--- src/adc_conv_consts.svh ---
// Register offsets, field positions, reset values and timing counts
`ifndef ADC_CONV_CONSTS_SVH
`define ADC_CONV_CONSTS_SVH

// ----------------------------------------------------------------
// Register offsets (word index on the plain register port)
// ----------------------------------------------------------------
`define OFS_CTRL0        4'h0
`define OFS_EXTRA_CAP    4'h1
`define OFS_REPEAT_THR   4'h2
`define OFS_TRIG_SEL     4'h3
`define OFS_CLK_DIV      4'h4
`define OFS_TRIG_COUNT   4'h5
`define OFS_RESULT_HI    4'h6
`define OFS_RESULT_LO    4'h7
`define OFS_STATUS       4'h8
`define OFS_MASK         4'h9
`define OFS_PREV_HI      4'hA
`define OFS_PREV_LO      4'hB

// ----------------------------------------------------------------
// Control register 0 fields
// ----------------------------------------------------------------
`define CTRL0_ENABLE     7
`define CTRL0_CONT       6
`define CTRL0_CLKSEL     4
`define CTRL0_JUSTIFY    2
`define CTRL0_GO         0
`define CTRL0_RW_MASK    8'hD5

// ----------------------------------------------------------------
// Status / mask fields
// ----------------------------------------------------------------
`define STAT_DONE        0
`define STAT_THRESHOLD   1
`define STAT_BITS        2

// ----------------------------------------------------------------
// Widths, reset values and timing
// ----------------------------------------------------------------
`define SEL_WIDTH        5
`define RESULT_WIDTH     10
`define REG_RESET        8'h00
`define CLK_DIV_RESET    6'h00
`define INSTR_CYCLE_CLKS 3'h4

`endif

--- src/adc_conv_pkg.sv ---
// Types shared by the converter control design
package adc_conv_pkg;

  // ----------------------------------------------------------------
  // Conversion sequencer states
  // ----------------------------------------------------------------
  typedef enum logic [3:0] {
    ST_IDLE  = 4'b0001,
    ST_DELAY = 4'b0010,
    ST_START = 4'b0100,
    ST_BUSY  = 4'b1000
  } conv_state_e;

  typedef logic [7:0] reg_byte_t;

endpackage : adc_conv_pkg

--- src/adc_conversion_control.sv ---
// Converter control: registers, triggers, sleep handling, sequencer
//
// Function
// - With RC clock selected, start is delayed one instruction cycle.
// - Enabled done interrupt during sleep wakes the device at completion.
// - Done interrupt masked in sleep: converter powers down, enable stays set.
// - External trigger in sleep with RC clock converts and sets done flag.
// - External trigger in sleep on other clock is latched until wake.
// - Rising edge of selected auto trigger source sets the go bit.
// - Five-bit field in trigger register selects the auto trigger source.
// - Control bit 7 enables the converter when 1, disables when 0.
// - Five-bit extra capacitor field adds 1 pF per step, up to 31 pF.
// - Eight-bit repeat threshold holds the trigger count compare value.
// - Threshold check fires when trigger count reaches repeat threshold.
//
// Design decisions made here: the register addresses and the strobed register port.
`timescale 1ns/1ps
`default_nettype none
`include "adc_conv_consts.svh"

module adc_conversion_control
  import adc_conv_pkg::*;
(
  input  wire logic                     clk,
  input  wire logic                     reset,
  input  wire logic                     clkEn,
  input  wire logic [3:0]               regAddr,
  input  wire logic [7:0]               regWrData,
  input  wire logic                     regWr,
  input  wire logic                     regRd,
  output logic      [7:0]               regRdData_q,
  input  wire logic                     sleepActive,
  input  wire logic                     extTrigger,
  input  wire logic [31:0]              autoTrigSources,
  input  wire logic                     rcClockTick,
  input  wire logic                     convDone,
  input  wire logic [`RESULT_WIDTH-1:0] convData,
  output logic                          convStart_q,
  output logic                          convClockTick_q,
  output logic                          convPowered_q,
  output logic [`SEL_WIDTH-1:0]         extraSampleCap_q,
  output logic                          wakeRequest_q,
  output logic                          irq_q
);

  // ----------------------------------------------------------------
  // Helpers
  // ----------------------------------------------------------------
  // Result formatting; used for both current and previous result
  function automatic logic [15:0] formatResult(
    input logic [`RESULT_WIDTH-1:0] value,
    input logic                     rightJustify
  );
    if (rightJustify) begin
      formatResult = {6'h00, value};
    end else begin
      formatResult = {value, 6'h00};
    end
  endfunction : formatResult

  // ----------------------------------------------------------------
  // Register state
  // ----------------------------------------------------------------
  logic                        convEnable_q;
  logic                        continuousEnable_q;
  logic                        convClockSelect_q;
  logic                        resultJustify_q;
  logic                        convGo_q;
  logic                        convGo_d;
  logic [`SEL_WIDTH-1:0]       autoTrigSource_q;
  logic [7:0]                  repeatThreshold_q;
  logic [5:0]                  clockDivider_q;
  logic [7:0]                  triggerCount_q;
  logic [7:0]                  triggerCount_d;
  logic [`RESULT_WIDTH-1:0]    convResult_q;
  logic [`RESULT_WIDTH-1:0]    previousResult_q;
  logic [`STAT_BITS-1:0]       status_q;
  logic [`STAT_BITS-1:0]       status_d;
  logic [`STAT_BITS-1:0]       mask_q;
  logic                        autoPrev_q;
  logic                        extPrev_q;
  logic                        powerDown_q;
  logic                        powerDown_d;
  conv_state_e                 state_q;
  conv_state_e                 state_d;
  logic [2:0]                  delayCount_q;
  logic [2:0]                  delayCount_d;

  // ----------------------------------------------------------------
  // Address decode
  // ----------------------------------------------------------------
  wire wrCtrl0  = regWr && (regAddr == `OFS_CTRL0);
  wire wrCap    = regWr && (regAddr == `OFS_EXTRA_CAP);
  wire wrRpt    = regWr && (regAddr == `OFS_REPEAT_THR);
  wire wrTrig   = regWr && (regAddr == `OFS_TRIG_SEL);
  wire wrClkDiv = regWr && (regAddr == `OFS_CLK_DIV);
  wire wrMask   = regWr && (regAddr == `OFS_MASK);
  wire rdStatus = regRd && (regAddr == `OFS_STATUS);

  // ----------------------------------------------------------------
  // Trigger detection
  // ----------------------------------------------------------------
  wire autoSelected = autoTrigSources[autoTrigSource_q];
  wire autoRise     = autoSelected && !autoPrev_q;
  wire extRise      = extTrigger && !extPrev_q;
  wire hwTrigger    = convEnable_q && (autoRise || extRise);
  wire swGoSet      = wrCtrl0 && regWrData[`CTRL0_GO];
  wire swGoClear    = wrCtrl0 && !regWrData[`CTRL0_GO];

  // ----------------------------------------------------------------
  // Start qualification
  // ----------------------------------------------------------------
  // A divided system clock stops in sleep, so a go set then (an
  // external trigger included) simply waits in the go bit for wake.
  wire sleepBlocks  = sleepActive && !convClockSelect_q;
  wire startAllowed = convEnable_q && !sleepBlocks
                      && !powerDown_q;
  wire isIdle       = (state_q == ST_IDLE);
  wire isBusy       = (state_q == ST_BUSY);
  wire beginConv    = isIdle && convGo_q && startAllowed;
  wire finishConv   = isBusy && convDone;
  wire delayDone    = (delayCount_q == 3'h1);

  // ----------------------------------------------------------------
  // Repeat threshold
  // ----------------------------------------------------------------
  wire [7:0] countNext = triggerCount_q + 8'h01;
  wire thresholdHit = beginConv && (repeatThreshold_q != 8'h00)
                      && (countNext == repeatThreshold_q);

  always_comb begin
    triggerCount_d = triggerCount_q;
    if (thresholdHit) begin
      triggerCount_d = 8'h00;
    end else if (beginConv) begin
      triggerCount_d = countNext;
    end
  end

  // ----------------------------------------------------------------
  // Go bit
  // ----------------------------------------------------------------
  // Hardware sets beat the end-of-conversion clear so no trigger is
  // dropped when it lands on the completing cycle.
  always_comb begin
    convGo_d = convGo_q;
    if (swGoClear || (!convEnable_q && !wrCtrl0)) begin
      convGo_d = 1'b0;
    end
    if (finishConv && !continuousEnable_q) begin
      convGo_d = 1'b0;
    end
    if (swGoSet || hwTrigger) begin
      convGo_d = 1'b1;
    end
  end

  // ----------------------------------------------------------------
  // Sequencer
  // ----------------------------------------------------------------
  always_comb begin
    state_d      = state_q;
    delayCount_d = delayCount_q;
    unique case (state_q)
      ST_IDLE: begin
        if (beginConv && convClockSelect_q) begin
          state_d      = ST_DELAY;
          delayCount_d = `INSTR_CYCLE_CLKS;
        end else if (beginConv) begin
          state_d = ST_START;
        end
      end
      ST_DELAY: begin
        delayCount_d = delayCount_q - 3'h1;
        if (delayDone) begin
          state_d = ST_START;
        end
      end
      ST_START: begin
        state_d = ST_BUSY;
      end
      ST_BUSY: begin
        if (convDone || !convEnable_q) begin
          state_d = ST_IDLE;
        end
      end
      default: begin
        state_d = ST_IDLE;
      end
    endcase
  end

  // ----------------------------------------------------------------
  // Status and sleep power handling
  // ----------------------------------------------------------------
  wire [`STAT_BITS-1:0] statusSet = {thresholdHit, finishConv};

  always_comb begin
    status_d = status_q;
    if (rdStatus) begin
      status_d = `STAT_BITS'(0);
    end
    status_d = status_d | statusSet;
  end

  // Masked completion in sleep drops analog power; the enable bit is
  // left alone so software sees the converter still enabled.
  always_comb begin
    powerDown_d = powerDown_q;
    if (!sleepActive) begin
      powerDown_d = 1'b0;
    end else if (finishConv && !mask_q[`STAT_DONE]) begin
      powerDown_d = 1'b1;
    end
  end

  wire [`STAT_BITS-1:0] pending = status_d & mask_q;
  wire irqNext  = |pending;
  wire wakeNext = sleepActive && finishConv
                  && mask_q[`STAT_DONE];

  // ----------------------------------------------------------------
  // Converter clock
  // ----------------------------------------------------------------
  logic divTick;
  wire  convRunning = !isIdle;

  clock_tick_divider divider_i (
    .clk     (clk),
    .reset   (reset),
    .clkEn   (clkEn),
    .run     (convRunning && !convClockSelect_q),
    .divider (clockDivider_q),
    .tick_q  (divTick)
  );

  wire clockTickNext = convRunning &&
                       (convClockSelect_q ? rcClockTick : divTick);

  // ----------------------------------------------------------------
  // Read mux
  // ----------------------------------------------------------------
  wire [15:0] resFmt  = formatResult(convResult_q, resultJustify_q);
  wire [15:0] prevFmt = formatResult(previousResult_q,
                                     resultJustify_q);
  wire [7:0]  ctrl0Read = {convEnable_q, continuousEnable_q, 1'b0,
                           convClockSelect_q, 1'b0, resultJustify_q,
                           1'b0, convGo_q};

  logic [7:0] rdMux;
  always_comb begin
    unique case (regAddr)
      `OFS_CTRL0:      rdMux = ctrl0Read;
      `OFS_EXTRA_CAP:  rdMux = {3'h0, extraSampleCap_q};
      `OFS_REPEAT_THR: rdMux = repeatThreshold_q;
      `OFS_TRIG_SEL:   rdMux = {3'h0, autoTrigSource_q};
      `OFS_CLK_DIV:    rdMux = {2'h0, clockDivider_q};
      `OFS_TRIG_COUNT: rdMux = triggerCount_q;
      `OFS_RESULT_HI:  rdMux = resFmt[15:8];
      `OFS_RESULT_LO:  rdMux = resFmt[7:0];
      `OFS_STATUS:     rdMux = {6'h00, status_q};
      `OFS_MASK:       rdMux = {6'h00, mask_q};
      `OFS_PREV_HI:    rdMux = prevFmt[15:8];
      `OFS_PREV_LO:    rdMux = prevFmt[7:0];
      default:         rdMux = 8'h00;
    endcase
  end

  // ----------------------------------------------------------------
  // Software registers
  // ----------------------------------------------------------------
  always_ff @(posedge clk or posedge reset) begin
    if (reset) begin
      convEnable_q       <= 1'b0;
      continuousEnable_q <= 1'b0;
      convClockSelect_q  <= 1'b0;
      resultJustify_q    <= 1'b0;
    end else if (clkEn && wrCtrl0) begin
      convEnable_q       <= regWrData[`CTRL0_ENABLE];
      continuousEnable_q <= regWrData[`CTRL0_CONT];
      convClockSelect_q  <= regWrData[`CTRL0_CLKSEL];
      resultJustify_q    <= regWrData[`CTRL0_JUSTIFY];
    end
  end

  always_ff @(posedge clk or posedge reset) begin
    if (reset) begin
      extraSampleCap_q  <= `SEL_WIDTH'(0);
      repeatThreshold_q <= `REG_RESET;
      autoTrigSource_q  <= `SEL_WIDTH'(0);
      clockDivider_q    <= `CLK_DIV_RESET;
      mask_q            <= `STAT_BITS'(0);
    end else if (clkEn) begin
      if (wrCap) begin
        extraSampleCap_q <= regWrData[`SEL_WIDTH-1:0];
      end
      if (wrRpt) begin
        repeatThreshold_q <= regWrData;
      end
      if (wrTrig) begin
        autoTrigSource_q <= regWrData[`SEL_WIDTH-1:0];
      end
      if (wrClkDiv) begin
        clockDivider_q <= regWrData[5:0];
      end
      if (wrMask) begin
        mask_q <= regWrData[`STAT_BITS-1:0];
      end
    end
  end

  // ----------------------------------------------------------------
  // Control state
  // ----------------------------------------------------------------
  always_ff @(posedge clk or posedge reset) begin
    if (reset) begin
      convGo_q       <= 1'b0;
      state_q        <= ST_IDLE;
      delayCount_q   <= 3'h0;
      triggerCount_q <= `REG_RESET;
      status_q       <= `STAT_BITS'(0);
      powerDown_q    <= 1'b0;
      autoPrev_q     <= 1'b0;
      extPrev_q      <= 1'b0;
    end else if (clkEn) begin
      convGo_q       <= convGo_d;
      state_q        <= state_d;
      delayCount_q   <= delayCount_d;
      triggerCount_q <= triggerCount_d;
      status_q       <= status_d;
      powerDown_q    <= powerDown_d;
      autoPrev_q     <= autoSelected;
      extPrev_q      <= extTrigger;
    end
  end

  // ----------------------------------------------------------------
  // Results
  // ----------------------------------------------------------------
  always_ff @(posedge clk or posedge reset) begin
    if (reset) begin
      convResult_q     <= `RESULT_WIDTH'(0);
      previousResult_q <= `RESULT_WIDTH'(0);
    end else if (clkEn && finishConv) begin
      previousResult_q <= convResult_q;
      convResult_q     <= convData;
    end
  end

  // ----------------------------------------------------------------
  // Registered outputs
  // ----------------------------------------------------------------
  always_ff @(posedge clk or posedge reset) begin
    if (reset) begin
      regRdData_q     <= 8'h00;
      convStart_q     <= 1'b0;
      convClockTick_q <= 1'b0;
      convPowered_q   <= 1'b0;
      wakeRequest_q   <= 1'b0;
      irq_q           <= 1'b0;
    end else if (clkEn) begin
      regRdData_q     <= regRd ? rdMux : 8'h00;
      convStart_q     <= (state_d == ST_START) && !(state_q == ST_START);
      convClockTick_q <= clockTickNext;
      convPowered_q   <= convEnable_q && !powerDown_d;
      wakeRequest_q   <= wakeNext;
      irq_q           <= irqNext;
    end
  end

endmodule : adc_conversion_control
`default_nettype wire

--- src/clock_tick_divider.sv ---
// Divides the system clock into one-cycle converter clock ticks
`timescale 1ns/1ps
`default_nettype none
`include "adc_conv_consts.svh"

module clock_tick_divider
  import adc_conv_pkg::*;
(
  input  wire logic       clk,
  input  wire logic       reset,
  input  wire logic       clkEn,
  input  wire logic       run,
  input  wire logic [5:0] divider,
  output logic            tick_q
);

  logic [5:0] count_q;
  logic [5:0] count_d;
  logic       wrap;

  // ----------------------------------------------------------------
  // Tick every divider+1 clocks; held at zero while idle
  // ----------------------------------------------------------------
  assign wrap    = (count_q >= divider);
  assign count_d = (!run || wrap) ? 6'h00 : count_q + 6'h01;

  always_ff @(posedge clk or posedge reset) begin
    if (reset) begin
      count_q <= 6'h00;
      tick_q  <= 1'b0;
    end else if (clkEn) begin
      count_q <= count_d;
      tick_q  <= run && wrap;
    end
  end

endmodule : clock_tick_divider
`default_nettype wire

--- config.mk ---
export PLATFORM = sky130hd
export DESIGN_NAME = adc_conversion_control
export DESIGN_NICKNAME = d
export VERILOG_FILES = /design/src/adc_conv_pkg.sv /design/src/adc_conversion_control.sv /design/src/clock_tick_divider.sv
export VERILOG_INCLUDE_DIRS = /design/src
export SDC_FILE = /design/constraint.sdc
export NUM_CORES = 1
export LEC_CHECK = 0
export BUFFER_PORTS_ARGS = -buffer_cell sky130_fd_sc_hd__buf_2
export CAP_MARGIN = 20
export CORE_ASPECT_RATIO = 0.9
export CORE_MARGIN = 4
export CORE_UTILIZATION = 25
export DETAILED_ROUTE_END_ITERATION = 10
export PLACE_DENSITY = 0.39
export REMOVE_ABC_BUFFERS = 1
export SLEW_MARGIN = 30
export SYNTH_ARGS = -nofsm -noshare
export SYNTH_HDL_FRONTEND = slang
export SYNTH_SLANG_ARGS = --single-unit
--- constraint.sdc ---
create_clock -name clk -period 4.5 [get_ports clk]
set_clock_uncertainty 0.05 [all_clocks]
set_input_delay 1.125 -clock clk [delete_from_list [all_inputs] [get_ports clk]]
set_output_delay 1.125 -clock clk [all_outputs]
set_load 0.03 [all_outputs]
### Word level (Yosys, flattened, before mapping)

Index checks and enable logic that the tools add are counted.

| storage, ports and cells | value |
|---|---|
| bits of input ports | 63 |
| register bits | 91 |

| cells by class | value |
|---|---|
| mux-type cells | 23 |
| bitwise gates (word level) | 2 |
| add/subtract/negate cells | 3 |
| $lt $le $gt $ge | 2 |
| eq/ne operators | 19 |
| reductions and logical operators | 66 |

Operators with widths:

| operator | number |
|---|---|
| $pmux 8 s12 | 1 |
| $logic_and 1x1->1 | 33 |
| $mux 16 | 2 |
| $eq 4x3->1 const B | 6 |
| $mux 8 | 3 |
| $eq 4x4->1 const B | 5 |
| $mux 4 | 4 |
| $pmux 4 s4 | 1 |
| $logic_not 1->1 | 14 |
| $reduce_and 2->1 | 7 |
| $eq 4x2->1 const B | 3 |
| $add 8x1->8 const B | 1 |
| $eq 4x1->1 const B | 2 |
| $eq 8x8->1 | 1 |
| $reduce_bool 8->1 | 1 |
| $mux 1 | 7 |
| $add 6x1->6 const B | 1 |
| $ge 6x6->1 | 1 |
| $lt 5x6->1 const B | 1 |
| $mux 6 | 1 |
| $pmux 3 s2 | 1 |
| $bmux 1 s5 | 1 |
| $logic_or 1x1->1 | 5 |
| $logic_not 4->1 | 1 |
| other kinds (11) | 12 |

### Longest topological paths before layout

Gate-level depths: netlist (run 1).

| logic depth | value |
|---|---|
| depth in word-level cells | 11 |
| mapped depth | 8 |

### By module

A second synthesis (run 1) with hierarchy kept.

| second synthesis, totals | value |
|---|---|
| cell total of the unflattened synthesis | 518 |
| area, all modules | 5311.3 µm² |

Modules (own cells, without submodules):

| module | cells an instance | instances | area each (µm²) | seq. area each (µm²) |
|---|---|---|---|---|
| adc_conversion_control | 463 | 1 | 4812.1 | 2103.3 |
| clock_tick_divider | 55 | 1 | 499.2 | 175.2 |

### Worst setup path after synthesis (run 1)

No wires, ideal clock.

| path | value |
|---|---|
| kind | input to register |
| from | input port sleepActive |
| to | register triggerCount_q[2] |
| library setup time | 0.118 ns |
| data arrival time | 2.576 ns |
| stages on the path | 7 |
| path slack | 1.756 ns |
| path buffers | 1 |
| required time | 4.332 ns |
| path through | nor2b_1 > or4b_4 > a2111oi_4 > o221a_4 > buf_6 > o21bai_1 > a21o_1 |

| between the ends | value |
|---|---|
| word-level cells in the longest chain between the ends | 9 |
| elaborated cells on any way between the ends | 10 |
| those cells by class | mux: 1; reduce/logical: 9 |

RTL lines:

| element | line | RTL |
|---|---|---|
| from (decl) | adc_conversion_control.sv:32 | `input wire logic sleepActive,` |
| $logic_and 1x1->1 * | adc_conversion_control.sv:115 | `wire sleepBlocks = sleepActive && !convClockSelect_q;` |
| $logic_not 1->1 * | adc_conversion_control.sv:116 | `wire startAllowed = convEnable_q && !sleepBlocks` |
| $logic_and 1x1->1 * | adc_conversion_control.sv:116 |  |
| $logic_and 1x1->1 * | adc_conversion_control.sv:117 | `&& !powerDown_q;` |
| $logic_and 1x1->1 * | adc_conversion_control.sv:120 | `wire beginConv = isIdle && convGo_q && startAllowed;` |
| $logic_and 1x1->1 | adc_conversion_control.sv:128 | `wire thresholdHit = beginConv && (repeatThreshold_q != 8'h00)` |
| $logic_and 1x1->1 | adc_conversion_control.sv:129 | `&& (countNext == repeatThreshold_q);` |
| $reduce_bool 2->1 (no source line) | n/a |  |
| $reduce_and 2->1 (no source line) | n/a |  |
| to (signal assigned) | adc_conversion_control.sv:320 | `` triggerCount_q <= `REG_RESET; `` |
| to (signal assigned) | adc_conversion_control.sv:329 | `triggerCount_q <= triggerCount_d;` |
| to (decl) | adc_conversion_control.sv:73 | `logic [7:0] triggerCount_q;` |

Mark *: on every way between the ends. The rest lies on a longest branch, timed or not.
A chain may end at the register's enable or synchronous reset.

### Worst setup path in the final report (run 1)

| path | value |
|---|---|
| from | input port sleepActive |
| to | register triggerCount_q[7] |

Same word-level chain as after synthesis.

==> results of run 1 <==
sequential cells by signal, summed over array words and instances (netlist names), 5 cells and up:
register and flops:
autoTrigSource_q 5, clockDivider_q 6, convResult_q 10, divider_i.count_q 6, extraSampleCap_q 5, previousResult_q 10
regRdData_q 8, repeatThreshold_q 8, triggerCount_q 8
worst paths after layout:
check | startpoint | to | slack [ns] | cells after the start
max | sleepActive | triggerCount_q[7] | 1.54 | 7
min | autoPrev_q | convGo_q | 0.41 | 1
max reg2reg | state_q[0] | triggerCount_q[7] | 1.65 | 6
min reg2reg | autoPrev_q | convGo_q | 0.41 | 1
max in group asynchronous | reset | previousResult_q[4] | 2.84 | 3
min in group asynchronous | reset | divider_i.count_q[2] | 0.79 | 2
cell usage after synthesis, types with 14 or more instances:
cell / number
a21oi_1: 25
a22oi_1: 14
clkbuf_1: 18
dfrtp_1: 90
inv_1: 20
mux2_2: 50
mux2i_1: 22
nand2_1: 44
nand3_1: 19
nor2_1: 32
nor2b_1: 16
o21ai_0: 23
per-layer routing:
layer  global-route usage, %  routed length (um)
met1                    19.2                7900
met2                    22.5                7720
met3                    2.88                 598
met4                    3.04                 166
met5                       0                   7
critical path, cell delays in order:
cell     delay, ns
buf_2         0.11
nor2b_1       0.15
nor4b_1       0.64
nand2_1       0.46
or3_1         0.46
a21oi_1       0.16
a21o_1        0.10
placed cells by master, fill, tap and decap left out, types with 9 or more instances in the layout:
cell / Yosys / routed
a21o_1: 10 / 10
mux2_2: 50 / 50
nor2_1: 32 / 32
ha_1: 10 / 10
buf_2: 3 / 80
clkbuf_16: 0 / 9
a22o_1: 13 / 13
nor3_1: 11 / 11
inv_1: 20 / 19
nand2_1: 44 / 44
nor2b_1: 16 / 16
o21ai_0: 23 / 23
mux2i_1: 22 / 22
a22oi_1: 14 / 14
a21oi_1: 25 / 25
dfrtp_1: 90 / 90
nand3_1: 19 / 19
report_power, final:
| part | leakage [nW] | total (mW) | switching (mW) | internal (mW) |
|---|---|---|---|---|
| clock | 0.144 | 0.772 | 0.327 | 0.445 |
| sequential | 1.18 | 1.12 | 0.176 | 0.946 |
| combinational | 1.52 | 0.552 | 0.291 | 0.261 |
| total | 2.85 | 2.45 | 0.795 | 1.65 |
logic make-up (layout without fill, tap and decap cells):
group | count (synthesis) | after routing
DFF | 91 | 91
xor gates and xnor gates | 11 | 11
and+or+nand+nor | 169 | 169
AOI/OAI and AO/OA | 129 | 129
adders and majority gates | 10 | 10
buffers and inverters | 51 | 123
muxes | 72 | 72
metrics by stage:
| step | util, % | cell area [um^2] |
|---|---|---|
| 2_1_floorplan | - | 5200 |
| 3_3_place_gp | 28.7 | 6000 |
| 3_5_place_dp | 28.7 | 6000 |
| 4_1_cts | 30.1 | 6290 |
| 5_1_grt | 30.2 | 6300 |
| 6_report | 30.2 | 6300 |
area by class of cell:
class	instances	area share, %
clock buffers	13	3.97
well taps	286	5.68
clock inverters	3	0.635
multi-input cells	391	45.2
flip-flops and latches	91	36.2
inverters	21	1.29
repair buffers	86	7.07
==> metrics.csv, run 1 <==
stage;metric;value;unit
final_layout;final cell count without fillers;891;
timing;final setup vio count;0;
worst_setup_path;Critical Path End Type;flip-flop;
worst_setup_path;Critical Path Fanout Max;15;
die;Core ar.;0.0209;mm^2
clock_tree;Clock Root Buffer;clkbuf_16;
power_and_ir_drop;leak pwr;2.85;nW
global_routing;first-pass GRT wire length;25900;um
timing;Slew @ Worst Pin;0.885;ns
power_and_ir_drop;Pwr Density;388;mW/mm^2
final_layout;share of cells above drive strength 1;26.6;%
global_routing;GRT Total Usage;13.9;%
worst_setup_path;Worst EP required;4.74;ns
yosys;post-synthesis mux area share;14.7;%
worst_setup_path;Setup CP Type;input pin to flip-flop;
yosys;Synth area leader;dfrtp_1;
final_layout;diode count;0;
detailed_routing;final wirelength;16400;um
yosys;Yosys warnings;0;
yosys;Post-Synth Adder-Cell Area;2.35;%
run;Max-cap violations;0;
timing;fin crit period;2.96;ns
hold_path;HP Class;flip-flop to flip-flop;
placed_design;DP Worst Slack;1.13;ns
clock_tree;TritonCTS Buffers;9;
timing;part of the cycle the worst path needs;65.8;%
final_layout;Reg area;0.00228;mm^2
detailed_routing;Routed Antenna Nets;0;
final_layout;area growth from synthesis to layout;18.2;%
yosys;Post-synth EDFFs;0;
yosys;share of the synthesized area in the top cell type;42.3;%
yosys;post-synthesis xor/xnor area fraction;2.07;%
worst_setup_path;CP Launch Type;input pin;
yosys;Post-Syn Instances;533;
detailed_routing;routed vias/inst;4.99;
yosys;Compound-Gate Fraction of Synth Area;17.4;%
worst_setup_path;CP arrival;3.21;ns
yosys;sequential fraction of the synthesis area;42.8;%
timing;sum of negative setup slack;0;ns
yosys;syn avg cell area;10.0;um^2
detailed_routing;drc violations;0;
final_layout;area occupied by multi-input gates;0.00285;mm^2
clock_tree;CTS sink count;91;
global_routing;largest net degree at the start of global routing;46;
detailed_routing;1st-iter DRT viols;233;
die;Die ar.;0.0237;mm^2
clock_tree;Max Root-Sink Buffers;2;
die;Initial Util;25.5;%
yosys;Syn Std Cell Area;0.00533;mm^2
clock_tree;Worst-path clk slew;0.07;ns
yosys;main combinational cell family by area after synthesis;compound AO/OA/AOI/OAI gates;
global_routing;initial antenna violation count;1;
clock_tree;hold_buf cts;0;
clock_tree;CTS H-tree lvls;3;
die;Die X;162;um
final_layout;Filler Cells Inserted;2242;
clock_tree;Post-CTS Resized;0;
die;I/O pin count;81;
yosys;simple-gate share of the synthesized area;16.8;%
yosys;predominant post-synthesis flop cell;dfrtp_1;
clock_tree;post-CTS setup buffer count;0;
placed_design;Final HPWL DP;12400;um
yosys;unique cell type count in the Yosys netlist;63;
timing;fin worst setup slack;1.54;ns
placed_design;Placer Congestion;0.810;
power_and_ir_drop;total chip power;2.45;mW
detailed_routing;DR WL/cell;18.4;um
yosys;FF+latch count, synth;91;
timing;Hold WS;0.412;ns
yosys;asr flop ratio synth;100;%
clock_tree;worst-skew pair later-pin latency;0.36;ns
placed_design;dpl cells;875;
final_layout;fin nets;673;
timing;Fin. Hold Viols;0;
placed_design;port bufs;80;
die;die height;147;um
detailed_routing;via count;4447;
global_routing;GRT overflow;0;
timing;Max Freq;338;MHz
clock_tree;CTS tree;built;
yosys;main area contributors after synthesis;dfrtp_1 (42%), mux2_2 (11%), mux2i_1 (4.1%);
power_and_ir_drop;maximum vdd drop;0.150;mV
timing;Rel. slew slack;41.0;%
outcome;status;finished clean;
die;row cnt;50;
detailed_routing;First-pass DRT Iterations;5;
global_routing;number of global-route vias before repair;4626;
timing;unrepaired setup endpoints after global routing;no;
timing;Slew Limit Fails;0;
(Power assumes the default switching activity.)
==> inputs of run 2 (changes only) <==
clock period = 2.8 ns   (was 4.5 ns; I/O delays follow)
==> run 2 against run 1 <==
Clock-buffer cell count is 1 higher. Register-to-register slack worse by 1.3 ns. Flip-flop and latch count did not move. Non-clock buffer count increased by 11. First-iteration DRC count rose by 39%. Critical path type is now flip-flop to flip-flop. Global-route usage increased by 0.93 points. Final cell count rose by 1.2%. Total power grew 60%. Combinational power grew 70%. Die area unchanged. Hold slack got worse by 0.029 ns. Via count grew 2.0%.
==> metrics.csv, run 2 (same netlist as run 1, synthesis figures left out) <==
stage;metric;value;unit
detailed_routing;First-pass DRT Iterations;5;
detailed_routing;Routed Antenna Nets;0;
worst_setup_path;Critical Path End Type;flip-flop;
clock_tree;CTS sink count;91;
worst_setup_path;Setup CP Type;flip-flop to flip-flop;
placed_design;port bufs;80;
die;Core ar.;0.0209;mm^2
timing;unrepaired setup endpoints after global routing;no;
clock_tree;Post-CTS Resized;0;
clock_tree;CTS tree;built;
detailed_routing;final wirelength;17300;um
worst_setup_path;reg2reg setup slack;0.31;ns
global_routing;number of global-route vias before repair;4694;
hold_path;HP Class;input pin to asynchronous set/reset pin;
detailed_routing;routed vias/inst;5.03;
global_routing;initial antenna violation count;0;
worst_setup_path;slowest stage cell, crit path;dfrtp_1;
clock_tree;CTS H-tree lvls;3;
global_routing;largest net degree at the start of global routing;45;
final_layout;commonest cells after routing, fill and taps aside;dfrtp_1 (90), buf_2 (80), mux2_2 (50);
timing;part of the cycle the worst path needs;88.9;%
worst_setup_path;worst r2r src;triggerCount_q[2];
die;Die ar.;0.0237;mm^2
detailed_routing;via count;4535;
power_and_ir_drop;maximum vdd drop;0.267;mV
power_and_ir_drop;Pwr Density;615;mW/mm^2
die;Initial Util;25.5;%
detailed_routing;DR WL/cell;19.2;um
detailed_routing;1st-iter DRT viols;323;
worst_setup_path;CP arrival;2.73;ns
clock_tree;post-CTS setup buffer count;0;
timing;Max Freq;402;MHz
final_layout;Largest regs;convResult_q x10, previousResult_q x10;
die;row cnt;50;
timing;Fin. Hold Viols;0;
timing;Rel. slew slack;39.6;%
die;die height;147;um
worst_setup_path;worst setup path start;triggerCount_q[2];
worst_setup_path;delay-heaviest family, CP;simple AND/OR/NAND/NOR gates;
worst_setup_path;CP cell instances;nand3_1, or2_2, o311a_1, o221a_4, nor4b_1, a21o_1;
detailed_routing;drc violations;0;
power_and_ir_drop;leak pwr;2.89;nW
timing;Slew @ Worst Pin;0.906;ns
timing;fin crit period;2.49;ns
global_routing;GRT overflow;0;
final_layout;fin nets;684;
placed_design;Placer Congestion;0.863;
final_layout;area occupied by multi-input gates;0.00284;mm^2
die;Die X;162;um
clock_tree;worst-skew pair later-pin latency;0.35;ns
die;I/O pin count;81;
worst_setup_path;Max stage delay on crit path;0.52;ns
run;Max-cap violations;0;
placed_design;Final HPWL DP;13100;um
global_routing;GRT Total Usage;14.8;%
timing;Hold WS;0.383;ns
final_layout;Reg area;0.00228;mm^2
worst_setup_path;buffer and inverter count on the worst path;0;
final_layout;Filler Cells Inserted;2238;
worst_setup_path;CP Launch Type;flip-flop;
clock_tree;Worst-path clk slew;0.07;ns
worst_setup_path;Critical Path Fanout Max;12;
final_layout;area growth from synthesis to layout;19.6;%
clock_tree;TritonCTS Buffers;9;
final_layout;most common cell after layout, fill and taps aside;dfrtp_1;
clock_tree;hold_buf cts;0;
final_layout;diode count;0;
placed_design;DP Worst Slack;0.244;ns
clock_tree;Max Root-Sink Buffers;2;
worst_setup_path;Worst EP required;3.04;ns
timing;final setup vio count;0;
final_layout;share of cells above drive strength 1;27.9;%
outcome;status;finished clean;
global_routing;first-pass GRT wire length;27600;um
clock_tree;Clock Root Buffer;clkbuf_16;
timing;fin worst setup slack;0.310;ns
timing;Slew Limit Fails;0;
## run 2: path summary, 6_finish.rpt
| path | cells past startpoint | end |
|---|---|---|
| worst min-delay path | 2 | convClockTick_q |
| worst max-delay path | 6 | triggerCount_q[2] |
| min in group clk | 1 | convGo_q |
| max in group asynchronous | 3 | previousResult_q[6] |
| worst min register to register | 1 | convGo_q |
| worst max register to register | 6 | triggerCount_q[2] |
## run 2: power breakdown
group / internal, mW / switching [mW] / leakage (nW)
clock network: 0.651 / 0.525 / 0.133
registers: 1.52 / 0.288 / 1.18
logic: 0.438 / 0.499 / 1.58
## run 2: through the flow
stage	utilization (%)	instance area (um^2)	cells	setup TNS [ns]	total power, mW
after floorplan	-	5200	503	-28.08	2.36
after global placement	29.2	6100	886	0	2.76
after detailed placement	29.2	6100	886	0	2.77
after CTS	30.5	6370	902	0	3.99
after global routing	30.5	6370	902	0	4.18
final	30.5	6370	902	0	3.92
## run 2: worst reg2reg max path: stages (launching register included)
cell	delay, ns
dfrtp_1	0.52
nand3_1	0.32
or2_2	0.41
o311a_1	0.38
o221a_4	0.33
nor4b_1	0.30
a21o_1	0.12
## run 2: layout make-up
type | count | share of cell area (%)
Clock buffer | 14 | 4.14
Clock inverter | 2 | 0.196
Inverter | 21 | 1.28
Multi-Input combinational cell | 391 | 44.5
Sequential cell | 91 | 35.7
Tap cell | 286 | 5.61
Timing Repair Buffer | 97 | 8.48
## run 2: routing by layer
metal | vias up | wire, um | GRT usage [%]
met3 | 18 | 825 | 3.75
li1 | 2127 | - | -
met1 | 2274 | 8350 | 20.9
met4 | 0 | 340 | 3.93
met2 | 116 | 7800 | 22.6
met5 | - | 0 | 0
